===== config.mk =====
export PLATFORM = sky130hd
export DESIGN_NAME = periph_reset_and_brownout_ctrl
export DESIGN_NICKNAME = d
export VERILOG_FILES = /design/src/hdl/prbc_pkg.sv /design/src/hdl/periph_reset_and_brownout_ctrl.sv
export VERILOG_INCLUDE_DIRS = /design/src /design/src/hdl
export SDC_FILE = /design/constraint.sdc
export NUM_CORES = 1
export LEC_CHECK = 0
export BUFFER_PORTS_ARGS = -buffer_cell sky130_fd_sc_hd__buf_2
export CAP_MARGIN = 10
export CORE_ASPECT_RATIO = 0.75
export CORE_MARGIN = 5
export CORE_UTILIZATION = 51
export CTS_CLUSTER_SIZE = 14
export DETAILED_ROUTE_END_ITERATION = 12
export PLACE_DENSITY_LB_ADDON = 0.25
export SETUP_SLACK_MARGIN = 0.5
export SLEW_MARGIN = 10
export SYNTH_ARGS = -nofsm -noshare
export SYNTH_HDL_FRONTEND = slang
export SYNTH_SLANG_ARGS = --single-unit

===== constraint.sdc =====
create_clock -name clk_sys -period 7.5 [get_ports clk_sys]
set_input_delay 1.5 -clock clk_sys [delete_from_list [all_inputs] [get_ports clk_sys]]
set_output_delay 1.5 -clock clk_sys [all_outputs]
set_load 0.03 [all_outputs]

===== src/hdl/prbc_cfg.svh =====
// register offsets, field positions, reset values and timing counts
// assumes byte addresses on a 32-bit Avalon-MM slave port
`ifndef PRBC_CFG_SVH
`define PRBC_CFG_SVH

// register byte offsets
`define OFS_RST_MAIN   9'h00c
`define OFS_RST_SC     9'h010
`define OFS_DET_CTRL   9'h018
`define OFS_INT_STAT   9'h020
`define OFS_INT_MASK   9'h024
`define OFS_UNLOCK     9'h100

// unlock key bytes, written in this order
`define UNLOCK_KEY0    8'h59
`define UNLOCK_KEY1    8'h16
`define UNLOCK_KEY2    8'h88

// peripheral_reset_ctrl_main bit positions
`define GPIO_RST_BIT   1
`define TMR_RST_LSB    2
`define TMR_RST_MSB    5
`define I2C_RST_LSB    8
`define I2C_RST_MSB    9
`define SPI_RST_LSB    12
`define SPI_RST_MSB    15
`define UART_RST_LSB   16
`define UART_RST_MSB   18
`define PWM_LO_BIT     20
`define PWM_HI_BIT     21
`define CMP_RST_BIT    22
`define KBD_RST_BIT    23
`define CAN_RST_LSB    24
`define CAN_RST_MSB    25
`define USBDEV_BIT     27
`define ADCONV_BIT     28
`define AUDIO_BIT      29

// peripheral_reset_ctrl_smartcard width
`define SC_RST_W       3

// brownout_detector_ctrl bit positions
`define DET_ENABLE_BIT 0
`define DET_THR_LSB    1
`define DET_THR_MSB    2
`define DET_RSTSEL_BIT 3
`define DET_FLAG_BIT   4
`define DET_LPM_BIT    5
`define DET_OUT_BIT    6
`define LVRST_EN_BIT   7

// flash_user_config_word field positions
`define CFG_RSTSEL_BIT 20
`define CFG_THR_LSB    21
`define CFG_THR_MSB    22
`define CFG_ENABLE_BIT 23

// interrupt status and mask bits
`define INT_CROSS_BIT  0
`define INT_LEVEL_BIT  1

// reset values
`define RST_MAIN_INIT  32'h0000_0000
`define RST_SC_INIT    3'h0
`define LVRST_INIT     1'b1

// timing
`define CLK_PERIOD_NS  100
`define LVR_SETTLE_NS  100000
`define LVR_SETTLE_CYC ((`LVR_SETTLE_NS + `CLK_PERIOD_NS - 1) / `CLK_PERIOD_NS)

`endif


===== src/hdl/prbc_pkg.sv =====
// types shared by the reset and brown-out control slice
// assumes nothing of its surroundings
package prbc_pkg;
    typedef logic [1:0] thr_t;

    typedef enum logic [1:0] {
        LOCKED   = 2'b00,
        GOT_KEY0 = 2'b01,
        GOT_KEY1 = 2'b10,
        UNLOCKED = 2'b11
    } lock_e;
endpackage


===== src/hdl/periph_reset_and_brownout_ctrl.sv =====
// peripheral reset bits and brown-out detector control with unlock gate
// assumes a 10 MHz clk_sys, an Avalon-MM master and an analog detector
// whose trip output arrives asynchronously on detectorRaw
//
// How it works
// - writing 1 asserts that peripheral's reset
// - reset holds until software writes 0
// - bits 16-18 uart, 12-15 spi, 8-9 i2c
// - bits 2-5 timers, bit 1 gpio
// - 24-25 can, 27 usb, 28 adc, 29 i2s
// - 20/21 pwm groups, 22 comparator, 23 ps2
// - smartcard bits 0-2, rest reserved
// - protected bits need 59h,16h,88h unlock first
// - lvr enable defaults on, active after 100us
// - output bit high only below threshold, enabled
// - bit 5 selects detector low power
// - crossing either way sets flag, requests interrupt
// - writing 1 clears crossing flag
// - reset-select plus enable gives chip reset
// - interrupt mode holds until enable cleared
// - two-bit threshold select, four trip levels
// - bit 0 enables the detector
// - enable, threshold, reset-select load from config
//
// Added by the designer: the Avalon-MM slave port.
`timescale 1ns/1ps
`include "prbc_cfg.svh"

module periph_reset_and_brownout_ctrl (
    input  wire logic         clk_sys,
    input  wire logic         rst,
    input  wire logic [8:0]   address,
    input  wire logic         read,
    input  wire logic         write,
    input  wire logic [31:0]  writedata,
    input  wire logic [3:0]   byteenable,
    output logic [31:0]       readdata,
    output logic              waitrequest,
    input  wire logic [31:0]  flashUserConfigWord,
    input  wire logic         detectorRaw,
    output logic [31:0]       periphRstMain,
    output logic [2:0]        periphRstSmartcard,
    output logic              detectorEnable,
    output prbc_pkg::thr_t    detectorThresholdSel,
    output logic              detectorLowPowerSel,
    output logic              lowVoltageResetEnable,
    output logic              lowVoltageResetActive,
    output logic              chipResetReq,
    output logic              irq
);
    import prbc_pkg::*;

    localparam logic [9:0] LVR_CYC = 10'(`LVR_SETTLE_CYC);

    // implemented bits of the main reset register
    localparam logic [31:0] MAIN_MASK =
        (32'h1 << `GPIO_RST_BIT) |
        (32'h0000_000f << `TMR_RST_LSB) |
        (32'h0000_0003 << `I2C_RST_LSB) |
        (32'h0000_000f << `SPI_RST_LSB) |
        (32'h0000_0007 << `UART_RST_LSB) |
        (32'h1 << `PWM_LO_BIT) |
        (32'h1 << `PWM_HI_BIT) |
        (32'h1 << `CMP_RST_BIT) |
        (32'h1 << `KBD_RST_BIT) |
        (32'h0000_0003 << `CAN_RST_LSB) |
        (32'h1 << `USBDEV_BIT) |
        (32'h1 << `ADCONV_BIT) |
        (32'h1 << `AUDIO_BIT);

    // bus handshake state
    logic        ackFf;
    logic        nxt_ack;
    logic [31:0] rdataFf;
    logic [31:0] nxt_rdata;

    // unlock sequence
    lock_e lockFf;
    lock_e nxt_lock;

    // software registers
    logic [31:0] rstMainFf;
    logic [31:0] nxt_rstMain;
    logic [2:0]  rstScFf;
    logic [2:0]  nxt_rstSc;
    logic        detEnFf;
    logic        nxt_detEn;
    thr_t        thrFf;
    thr_t        nxt_thr;
    logic        rstSelFf;
    logic        nxt_rstSel;
    logic        lpmFf;
    logic        nxt_lpm;
    logic        lvrEnFf;
    logic        nxt_lvrEn;
    logic        flagFf;
    logic        nxt_flag;
    logic [1:0]  intStatFf;
    logic [1:0]  nxt_intStat;
    logic [1:0]  intMaskFf;
    logic [1:0]  nxt_intMask;
    logic        cfgDoneFf;
    logic        nxt_cfgDone;

    // detector synchroniser
    logic        detMetaFf;
    logic        detSyncFf;
    logic        detPrevFf;

    // settling counter
    logic [9:0]  lvrCntFf;
    logic [9:0]  nxt_lvrCnt;

    // decoded access terms
    logic        wrEn;
    logic [31:0] wMask;
    logic [31:0] wVal;
    logic        selMain;
    logic        selSc;
    logic        selDet;
    logic        selStat;
    logic        selMask;
    logic        selLock;
    logic        unlocked;
    logic        detOut;
    logic        crossing;
    logic        levelIrq;
    logic [7:0]  detWord;

    // register address decode
    always_comb begin
        selMain  = (address == `OFS_RST_MAIN);
        selSc    = (address == `OFS_RST_SC);
        selDet   = (address == `OFS_DET_CTRL);
        selStat  = (address == `OFS_INT_STAT);
        selMask  = (address == `OFS_INT_MASK);
        selLock  = (address == `OFS_UNLOCK);
    end

    // byte lanes, commit strobe and lock state
    always_comb begin
        wrEn     = write & ackFf;
        wMask    = {{8{byteenable[3]}}, {8{byteenable[2]}},
                    {8{byteenable[1]}}, {8{byteenable[0]}}};
        wVal     = writedata & wMask;
        unlocked = (lockFf == UNLOCKED);
    end

    // detector status terms
    always_comb begin
        detOut   = detEnFf & detSyncFf;
        crossing = detEnFf & (detSyncFf != detPrevFf);
        levelIrq = detEnFf & ~rstSelFf & detOut;
        detWord  = {lvrEnFf, detOut, lpmFf, flagFf,
                    rstSelFf, thrFf, detEnFf};
    end

    // one wait state, then the answer stands for one cycle
    always_comb begin
        nxt_ack   = (read | write) & ~ackFf;
        nxt_rdata = rdataFf;
        if (read & ~ackFf) begin
            nxt_rdata = 32'h0;
            unique case (1'b1)
                selMain: nxt_rdata = rstMainFf;
                selSc:   nxt_rdata = {29'h0, rstScFf};
                selDet:  nxt_rdata = {24'h0, detWord};
                selStat: nxt_rdata = {30'h0, intStatFf};
                selMask: nxt_rdata = {30'h0, intMaskFf};
                selLock: nxt_rdata = {31'h0, unlocked};
                default: nxt_rdata = 32'h0;
            endcase
        end
    end

    // handshake and read data registers
    always_ff @(posedge clk_sys or posedge rst) begin
        if (rst) begin
            ackFf   <= 1'b0;
            rdataFf <= 32'h0;
        end else begin
            ackFf   <= nxt_ack;
            rdataFf <= nxt_rdata;
        end
    end

    // unlock sequence: any wrong byte or write while open relocks
    always_comb begin
        nxt_lock = lockFf;
        if (wrEn && selLock && byteenable[0]) begin
            unique case (lockFf)
                LOCKED:
                    nxt_lock = (writedata[7:0] == `UNLOCK_KEY0) ? GOT_KEY0 : LOCKED;
                GOT_KEY0:
                    nxt_lock = (writedata[7:0] == `UNLOCK_KEY1) ? GOT_KEY1 : LOCKED;
                GOT_KEY1:
                    nxt_lock = (writedata[7:0] == `UNLOCK_KEY2) ? UNLOCKED : LOCKED;
                UNLOCKED:
                    nxt_lock = LOCKED;
            endcase
        end
    end

    // lock state register, locked out of reset
    always_ff @(posedge clk_sys or posedge rst) begin
        if (rst) begin
            lockFf <= LOCKED;
        end else begin
            lockFf <= nxt_lock;
        end
    end

    // peripheral reset bits follow software writes only
    always_comb begin
        nxt_rstMain = rstMainFf;
        nxt_rstSc   = rstScFf;
        if (wrEn && selMain) begin
            nxt_rstMain = ((rstMainFf & ~wMask) | wVal) & MAIN_MASK;
        end
        if (wrEn && selSc && byteenable[0]) begin
            nxt_rstSc = writedata[`SC_RST_W-1:0];
        end
    end

    // reset bits hold their level until rewritten
    always_ff @(posedge clk_sys or posedge rst) begin
        if (rst) begin
            rstMainFf <= `RST_MAIN_INIT;
            rstScFf   <= `RST_SC_INIT;
        end else begin
            rstMainFf <= nxt_rstMain;
            rstScFf   <= nxt_rstSc;
        end
    end

    // detector control next values
    always_comb begin
        nxt_detEn   = detEnFf;
        nxt_thr     = thrFf;
        nxt_rstSel  = rstSelFf;
        nxt_lpm     = lpmFf;
        nxt_lvrEn   = lvrEnFf;
        nxt_flag    = flagFf;
        nxt_cfgDone = 1'b1;

        // protected detector fields
        if (wrEn && selDet && byteenable[0] && unlocked) begin
            nxt_detEn  = writedata[`DET_ENABLE_BIT];
            nxt_thr    = writedata[`DET_THR_MSB:`DET_THR_LSB];
            nxt_rstSel = writedata[`DET_RSTSEL_BIT];
            nxt_lpm    = writedata[`DET_LPM_BIT];
            nxt_lvrEn  = writedata[`LVRST_EN_BIT];
        end

        // crossing flag: set wins over write-one clear
        if (wrEn && selDet && byteenable[0] && writedata[`DET_FLAG_BIT]) begin
            nxt_flag = 1'b0;
        end
        if (crossing) begin
            nxt_flag = 1'b1;
        end

        // defaults from the flash configuration, first edge after reset
        if (!cfgDoneFf) begin
            nxt_detEn  = flashUserConfigWord[`CFG_ENABLE_BIT];
            nxt_thr    = flashUserConfigWord[`CFG_THR_MSB:`CFG_THR_LSB];
            nxt_rstSel = flashUserConfigWord[`CFG_RSTSEL_BIT];
        end
    end

    // detector control registers
    always_ff @(posedge clk_sys or posedge rst) begin
        if (rst) begin
            detEnFf   <= 1'b0;
            thrFf     <= 2'h0;
            rstSelFf  <= 1'b0;
            lpmFf     <= 1'b0;
            lvrEnFf   <= `LVRST_INIT;
            flagFf    <= 1'b0;
            cfgDoneFf <= 1'b0;
        end else begin
            detEnFf   <= nxt_detEn;
            thrFf     <= nxt_thr;
            rstSelFf  <= nxt_rstSel;
            lpmFf     <= nxt_lpm;
            lvrEnFf   <= nxt_lvrEn;
            flagFf    <= nxt_flag;
            cfgDoneFf <= nxt_cfgDone;
        end
    end

    // interrupt status: write-one clear, then events set
    always_comb begin
        nxt_intStat = intStatFf;
        nxt_intMask = intMaskFf;
        if (wrEn && selStat && byteenable[0]) begin
            nxt_intStat = intStatFf & ~writedata[1:0];
        end
        if (!detEnFf) begin
            nxt_intStat[`INT_LEVEL_BIT] = 1'b0;
        end
        if (crossing) begin
            nxt_intStat[`INT_CROSS_BIT] = 1'b1;
        end
        if (levelIrq) begin
            nxt_intStat[`INT_LEVEL_BIT] = 1'b1;
        end
        if (wrEn && selMask && byteenable[0]) begin
            nxt_intMask = writedata[1:0];
        end
    end

    // interrupt status and mask registers
    always_ff @(posedge clk_sys or posedge rst) begin
        if (rst) begin
            intStatFf <= 2'h0;
            intMaskFf <= 2'h0;
        end else begin
            intStatFf <= nxt_intStat;
            intMaskFf <= nxt_intMask;
        end
    end

    // two-flop synchroniser, third flop for edge compare
    always_ff @(posedge clk_sys or posedge rst) begin
        if (rst) begin
            detMetaFf <= 1'b0;
            detSyncFf <= 1'b0;
            detPrevFf <= 1'b0;
        end else begin
            detMetaFf <= detectorRaw;
            detSyncFf <= detMetaFf;
            detPrevFf <= detSyncFf;
        end
    end

    // settling delay after the low-voltage reset is enabled
    always_comb begin
        nxt_lvrCnt = lvrCntFf;
        if (!lvrEnFf) begin
            nxt_lvrCnt = 10'h0;
        end else if (lvrCntFf != LVR_CYC) begin
            nxt_lvrCnt = lvrCntFf + 10'h1;
        end
    end

    // settling counter register
    always_ff @(posedge clk_sys or posedge rst) begin
        if (rst) begin
            lvrCntFf <= 10'h0;
        end else begin
            lvrCntFf <= nxt_lvrCnt;
        end
    end

    // bus answer outputs
    always_comb begin
        readdata              = rdataFf;
        waitrequest           = (read | write) & ~ackFf;
    end

    // reset, detector and interrupt outputs
    always_comb begin
        periphRstMain         = rstMainFf;
        periphRstSmartcard    = rstScFf;
        detectorEnable        = detEnFf;
        detectorThresholdSel  = thrFf;
        detectorLowPowerSel   = lpmFf;
        lowVoltageResetEnable = lvrEnFf;
        lowVoltageResetActive = lvrEnFf & (lvrCntFf == LVR_CYC);
        chipResetReq          = detEnFf & rstSelFf & detOut;
        irq                   = |(intStatFf & intMaskFf);
    end
endmodule


==> impl_metrics.json, run 1 <==
{
  "status": "complete, no violations",
  "reg2reg_from": "ackFf",
  "crit_type": "primary input to output pin",
  "fillers": 596,
  "syn2layout_area_growth_pct": 20.7,
  "startpoint": "write",
  "period_share_pct": 47.1,
  "endpoint": "waitrequest",
  "r2r_setup_slack_ns": 5.69,
  "vias": 2776,
  "drtIter0Drc": 111,
  "cts-root-buf": "clkbuf_8",
  "start_util_pct": 52.9,
  "io_pins": 158,
  "cp.required_ns": 6.00,
  "cts_tree": "yes",
  "fmax_mhz": 283,
  "seqPwrFrac_pct": 55.0,
  "synth.distinct_cells": 57,
  "power.switching_uw": 225,
  "grt.total_usage_pct": 20.3,
  "syn_area_per_cell_um2": 12.0,
  "drive_above_1_share_pct": 40.2,
  "ctsResizeCount": 0,
  "top_layer": "met4",
  "drc": 0,
  "vias_per_cell": 5.38,
  "worst_ep_arrival_time_ns": 2.03,
  "synth_edf_count": 0,
  "holdCritPathClass": "register to register",
  "slew_viol_final": 0,
  "cts_hold_buf": 0,
  "final_common_cell": "buf_2",
  "yosysTopAreaCell": "dfrtp_1",
  "p_clk_share_pct": 36.3,
  "rsz0062_at_grt": "no",
  "clkSinkCount": 80,
  "synthArstFlopShare_pct": 100,
  "wl_met3_um": 756,
  "ys_seq_area_share_pct": 54.9,
  "antenna_found_initial": 0,
  "ant_nets": 0,
  "final_nets": 497,
  "grt_pass1_wl_mm": 14.2,
  "power_uw": 806,
  "synthTopCellsByArea": "dfrtp_1, mux2_2, a22o_1, buf_4, xor2_1",
  "clkLatencyLatePin_ns": 0.36,
  "gp_congestion": 0.896,
  "synthFlopType": "dfrtp_1",
  "drt_wl_total_mm": 8.77,
  "place_ws_ns": 3.86,
  "cts_buffer_depth": 2,
  "setup-violations-final": 0,
  "mostFrequentLayoutCells": "buf_2, dfrtp_1, mux2_2, a22o_1, conb_1",
  "met2_length_mm": 3.87,
  "p_per_area_nw_per_um2": 183,
  "wl_met1_mm": 4.00,
  "maxSlewHeadroom_pct": 35.6,
  "final-hold-violation-count": 0,
  "syn_area_um2": 3650,
  "grt_pass1_vias": 2724,
  "die_w_um": 108,
  "reg2reg_to": "readdata[9]",
  "drt-pass1-iter-count": 5,
  "power_frac_comb_pct": 8.7,
  "overflow": 0,
  "startpoint_type": "primary input",
  "cts.clk_slew.worst_paths_ns": 0.08,
  "post_cts_buffers": 0,
  "die_y_um": 83.3,
  "crit_fanout": 6,
  "grt_max_degree": 81,
  "p_sw_share_pct": 27.9,
  "port_buffers": 108,
  "fin_crit_ns": 3.53,
  "ir_drop_uv": 112,
  "setup_ws_ns": 3.97,
  "cts_htree_levels": 3,
  "core.rowCount": 26,
  "skew_ns": 0.00591,
  "drv_cap": 0,
  "synth_warnings": 0,
  "rr_worst_depth": 4,
  "wl_per_cell_um": 17.0,
  "n_antenna_cell": 0,
  "yosysTopAreaCellShare_pct": 54.1,
  "end_kind": "output pin",
  "cell_internal_pwr_uw": 581,
  "p_leak_uw": 0.00236,
  "tns_ns": 0,
  "core_region_area_um2": 6900,
  "dp_hpwl_mm": 6.55,
  "synthCells": 303,
  "die-area_um2": 8970,
  "cts_buffers": 9,
  "worst_pin_slew_ns": 0.966,
  "yosys_register_bits": 80
}
## layout make-up
cell class                 count  area [µm²]  share of cell area (%)
tap                           98         123                    2.78
multi-input combinational    199        1500                    33.9
clock buffer                   9         124                    2.81
timing repair buffer         111         563                    12.8
sequential                    80        2000                    45.4
clock inverter                 7        53.8                    1.22
inverter                      12        46.3                    1.05
## cell families (layout without fill, tap and decap cells)
kind of cell / Yosys count / in the layout / share of synthesized area [%]
compound gates: 48 / 48 / 10.8
fa+ha+maj: 2 / 2 / 0.685
flops: 80 / 80 / 54.9
simple gates: 88 / 88 / 14.6
buf+inv: 38 / 139 / 5.62
xor+xnor: 9 / 9 / 2.16
other cells: 2 / 16 / 0.206
mux: 36 / 36 / 11.1
## metal layers
metal | vias up | track usage (%)
met5 | - | 0
met4 | 0 | 7.34
met3 | 17 | 7.44
met2 | 97 | 28.6
met1 | 1375 | 28.6
li1 | 1287 | -
## power by group through the flow
stage	sequential [µW]	clock, µW	combinational (µW)
2_1_floorplan	454	0	43.9
3_3_place_gp	451	0	69.7
3_5_place_dp	451	0	70.4
4_1_cts	443	301	70.8
5_1_grt	444	324	77.5
6_report	443	292	70.3
## cells in the mapped netlist (3+ instances only)
| library cell | count |
|---|---|
| and3_1 | 4 |
| o221ai_1 | 5 |
| nor3_1 | 6 |
| clkbuf_1 | 6 |
| and2_1 | 6 |
| nand2b_1 | 5 |
| o21ai_0 | 4 |
| nand4_1 | 8 |
| xor2_1 | 8 |
| nand3_1 | 10 |
| mux2i_1 | 6 |
| inv_1 | 12 |
| nand2_1 | 13 |
| dfrtp_1 | 79 |
| a22o_1 | 22 |
| buf_4 | 15 |
| buf_2 | 4 |
| nor2_1 | 15 |
| mux2_2 | 28 |
| a221o_1 | 3 |
## how the worst min path moves through the flow
stage,from,endpoint,slack [ns],cells past startpoint
after floorplan,detMetaFf,detSyncFf,0.33,0
after global placement,detMetaFf,detSyncFf,0.33,0
after detailed placement,detMetaFf,detSyncFf,0.34,0
after CTS,detMetaFf,detSyncFf,0.36,0
after global routing,detMetaFf,detSyncFf,0.37,0
final,detMetaFf,detSyncFf,0.36,0
## worst max-delay path: stages
cell and delay, ns:
buf_2 0.14, nor2_1 0.06, nor2_1 0.10, buf_2 0.23
## stage by stage
step                      area, µm²  std cells  hold slack (ns)  util, %
after floorplan                3700        317            0.331        -
after global placement         4230        500            0.331     61.3
after detailed placement       4230        500            0.340     61.3
after CTS                      4410        516            0.359     63.9
after global routing           4410        516            0.375     63.9
final                          4410        516            0.356     63.9
Power figures use the tool's default switching activity.
==> run 2: changes to the inputs <==
--- a/config.mk
+++ b/config.mk
@@ -10,7 +10,7 @@
 export CAP_MARGIN = 10
 export CORE_ASPECT_RATIO = 0.75
 export CORE_MARGIN = 5
-export CORE_UTILIZATION = 51
+export CORE_UTILIZATION = 43
 export CTS_CLUSTER_SIZE = 14
 export DETAILED_ROUTE_END_ITERATION = 12
 export PLACE_DENSITY_LB_ADDON = 0.25
==> constraint.sdc (replaced) <==
create_clock -name clk_sys -period 3.1 [get_ports clk_sys]
set_input_delay 0.62 -clock clk_sys [delete_from_list [all_inputs] [get_ports clk_sys]]
set_output_delay 0.62 -clock clk_sys [all_outputs]
set_load 0.03 [all_outputs]
==> run 2 against run 1 <==
Via count up 0.65%. Wire length up 5.1%. Sequential power up 140%. Design area up 4.3%. Clock power rose to 3.9 times the previous value. Critical path depth up 2. Largest power group is now clock.
==> impl_metrics.json, run 2 (synthesis results as in run 1) <==
{
  "vias_per_cell": 5.29,
  "reg2reg_to": "readdata[5]",
  "ctsResizeCount": 0,
  "crit_type": "register to output pin",
  "drive_above_1_share_pct": 40.5,
  "startpoint": "lvrCntFf[0]",
  "cts_buffers": 9,
  "holdCritPathClass": "register to register",
  "die_y_um": 89.8,
  "dp_hpwl_mm": 6.91,
  "clkLatencyLatePin_ns": 0.33,
  "maxSlewHeadroom_pct": 52.2,
  "gp_congestion": 0.820,
  "die-area_um2": 10500,
  "endpoint": "lowVoltageResetActive",
  "slew_viol_final": 0,
  "dp.cells": 511,
  "wl_per_cell_um": 17.5,
  "reg2reg_from": "ackFf",
  "vias": 2794,
  "fin_crit_ns": 2.43,
  "p_leak_uw": 0.00243,
  "fin_cells": 528,
  "final-hold-violation-count": 0,
  "skew_ns": 0.00772,
  "antenna_found_initial": 1,
  "n_antenna_cell": 0,
  "drt-pass1-iter-count": 4,
  "grt.total_usage_pct": 18.5,
  "start_util_pct": 43.6,
  "overflow": 0,
  "clkSinkCount": 80,
  "cts_tree": "yes",
  "grt_max_degree": 37,
  "grt_pass1_vias": 3022,
  "grt_pass1_wl_mm": 15.4,
  "worst_ep_arrival_time_ns": 1.81,
  "period_share_pct": 78.5,
  "cts.clk_slew.worst_paths_ns": 0.06,
  "drtIter0Drc": 111,
  "cp.required_ns": 2.48,
  "core.rowCount": 29,
  "p_per_area_nw_per_um2": 519,
  "cts-root-buf": "clkbuf_16",
  "die_w_um": 116,
  "mostFrequentLayoutCells": "buf_2, dfrtp_1, mux2_2, a22o_1, conb_1",
  "drt_wl_total_mm": 9.22,
  "final_nets": 499,
  "setup-violations-final": 0,
  "core_region_area_um2": 8380,
  "fillers": 756,
  "cts_htree_levels": 3,
  "fmax_mhz": 411,
  "io_pins": 158,
  "worst_pin_slew_ns": 0.711,
  "crit_fanout": 5,
  "cts_buffer_depth": 2,
  "ir_drop_uv": 258,
  "r2r_setup_slack_ns": 1.21,
  "final_common_cell": "buf_2",
  "drc": 0,
  "port_buffers": 108,
  "ant_nets": 0,
  "end_kind": "output pin",
  "startpoint_type": "register",
  "drv_cap": 0,
  "syn2layout_area_growth_pct": 26.0,
  "tns_ns": 0,
  "rsz0062_at_grt": "no",
  "status": "complete, no violations",
  "rr_worst_depth": 3
}
## run 2: how the worst min path moves through the flow
stage	end	slack [ns]	cells after the start	startpoint
floorplan	detSyncFf	0.33	0	detMetaFf
global placement	detSyncFf	0.33	0	detMetaFf
detailed placement	detSyncFf	0.35	0	detMetaFf
CTS	detSyncFf	0.36	0	detMetaFf
global route	detMetaFf	0.38	1	detectorRaw
finish	detSyncFf	0.36	0	detMetaFf
## run 2: critical path, cell delays in order (launching register included)
cell and delay (ns):
dfrtp_1 0.42, inv_1 0.08, ha_1 0.15, nor4bb_1 0.29, nand4_1 0.17, nor2_1 0.15
buf_2 0.22
## run 2: layer usage
layer / up-vias / global-route usage (%) / routed length (µm)
li1: 1299 / - / -
met1: 1381 / 26.4 / 4270
met2: 100 / 26.9 / 4090
met3: 12 / 7.11 / 784
met4: 2 / 4.06 / 64
met5: - / 0 / 7
## run 2: power breakdown
group,leakage (µW),total [µW],internal [µW],switching [µW]
clock network,0.000156,1140,727,411
registers,0.00108,1070,1060,16.7
logic,0.00119,176,54.1,121
total,0.00243,2390,1840,549
## run 2: metrics by stage
| stage | util [%] | instance area (µm²) | worst slack [ns] | total power, µW | hold slack [ns] |
|---|---|---|---|---|---|
| after floorplan | - | 3710 | 0.965 | 1210 | 0.331 |
| after global placement | 50.9 | 4270 | 0.610 | 1270 | 0.332 |
| after detailed placement | 50.9 | 4270 | 0.576 | 1270 | 0.349 |
| after CTS | 54.9 | 4600 | 0.670 | 2410 | 0.363 |
| after global routing | 54.9 | 4600 | 0.543 | 2480 | 0.377 |
| final | 54.9 | 4600 | 0.665 | 2390 | 0.358 |
## run 2: timing repair
item | 4_1_cts | 5_1_grt
buffers inserted | 1 | 0
hold buffers | 0 | 0
hold endpoints to repair | 0 | 0
setup endpoints to repair | 1 | 0
## run 2: area by class of cell
type	count	area, µm²	share of cell area, %
Clock buffer	11	243	5.28
Inverter	12	48.8	1.06
Timing Repair Buffer	113	591	12.8
Tap cell	108	135	2.94
Clock inverter	5	81.3	1.77
Multi-Input combinational cell	199	1500	32.6
Sequential cell	80	2000	43.6
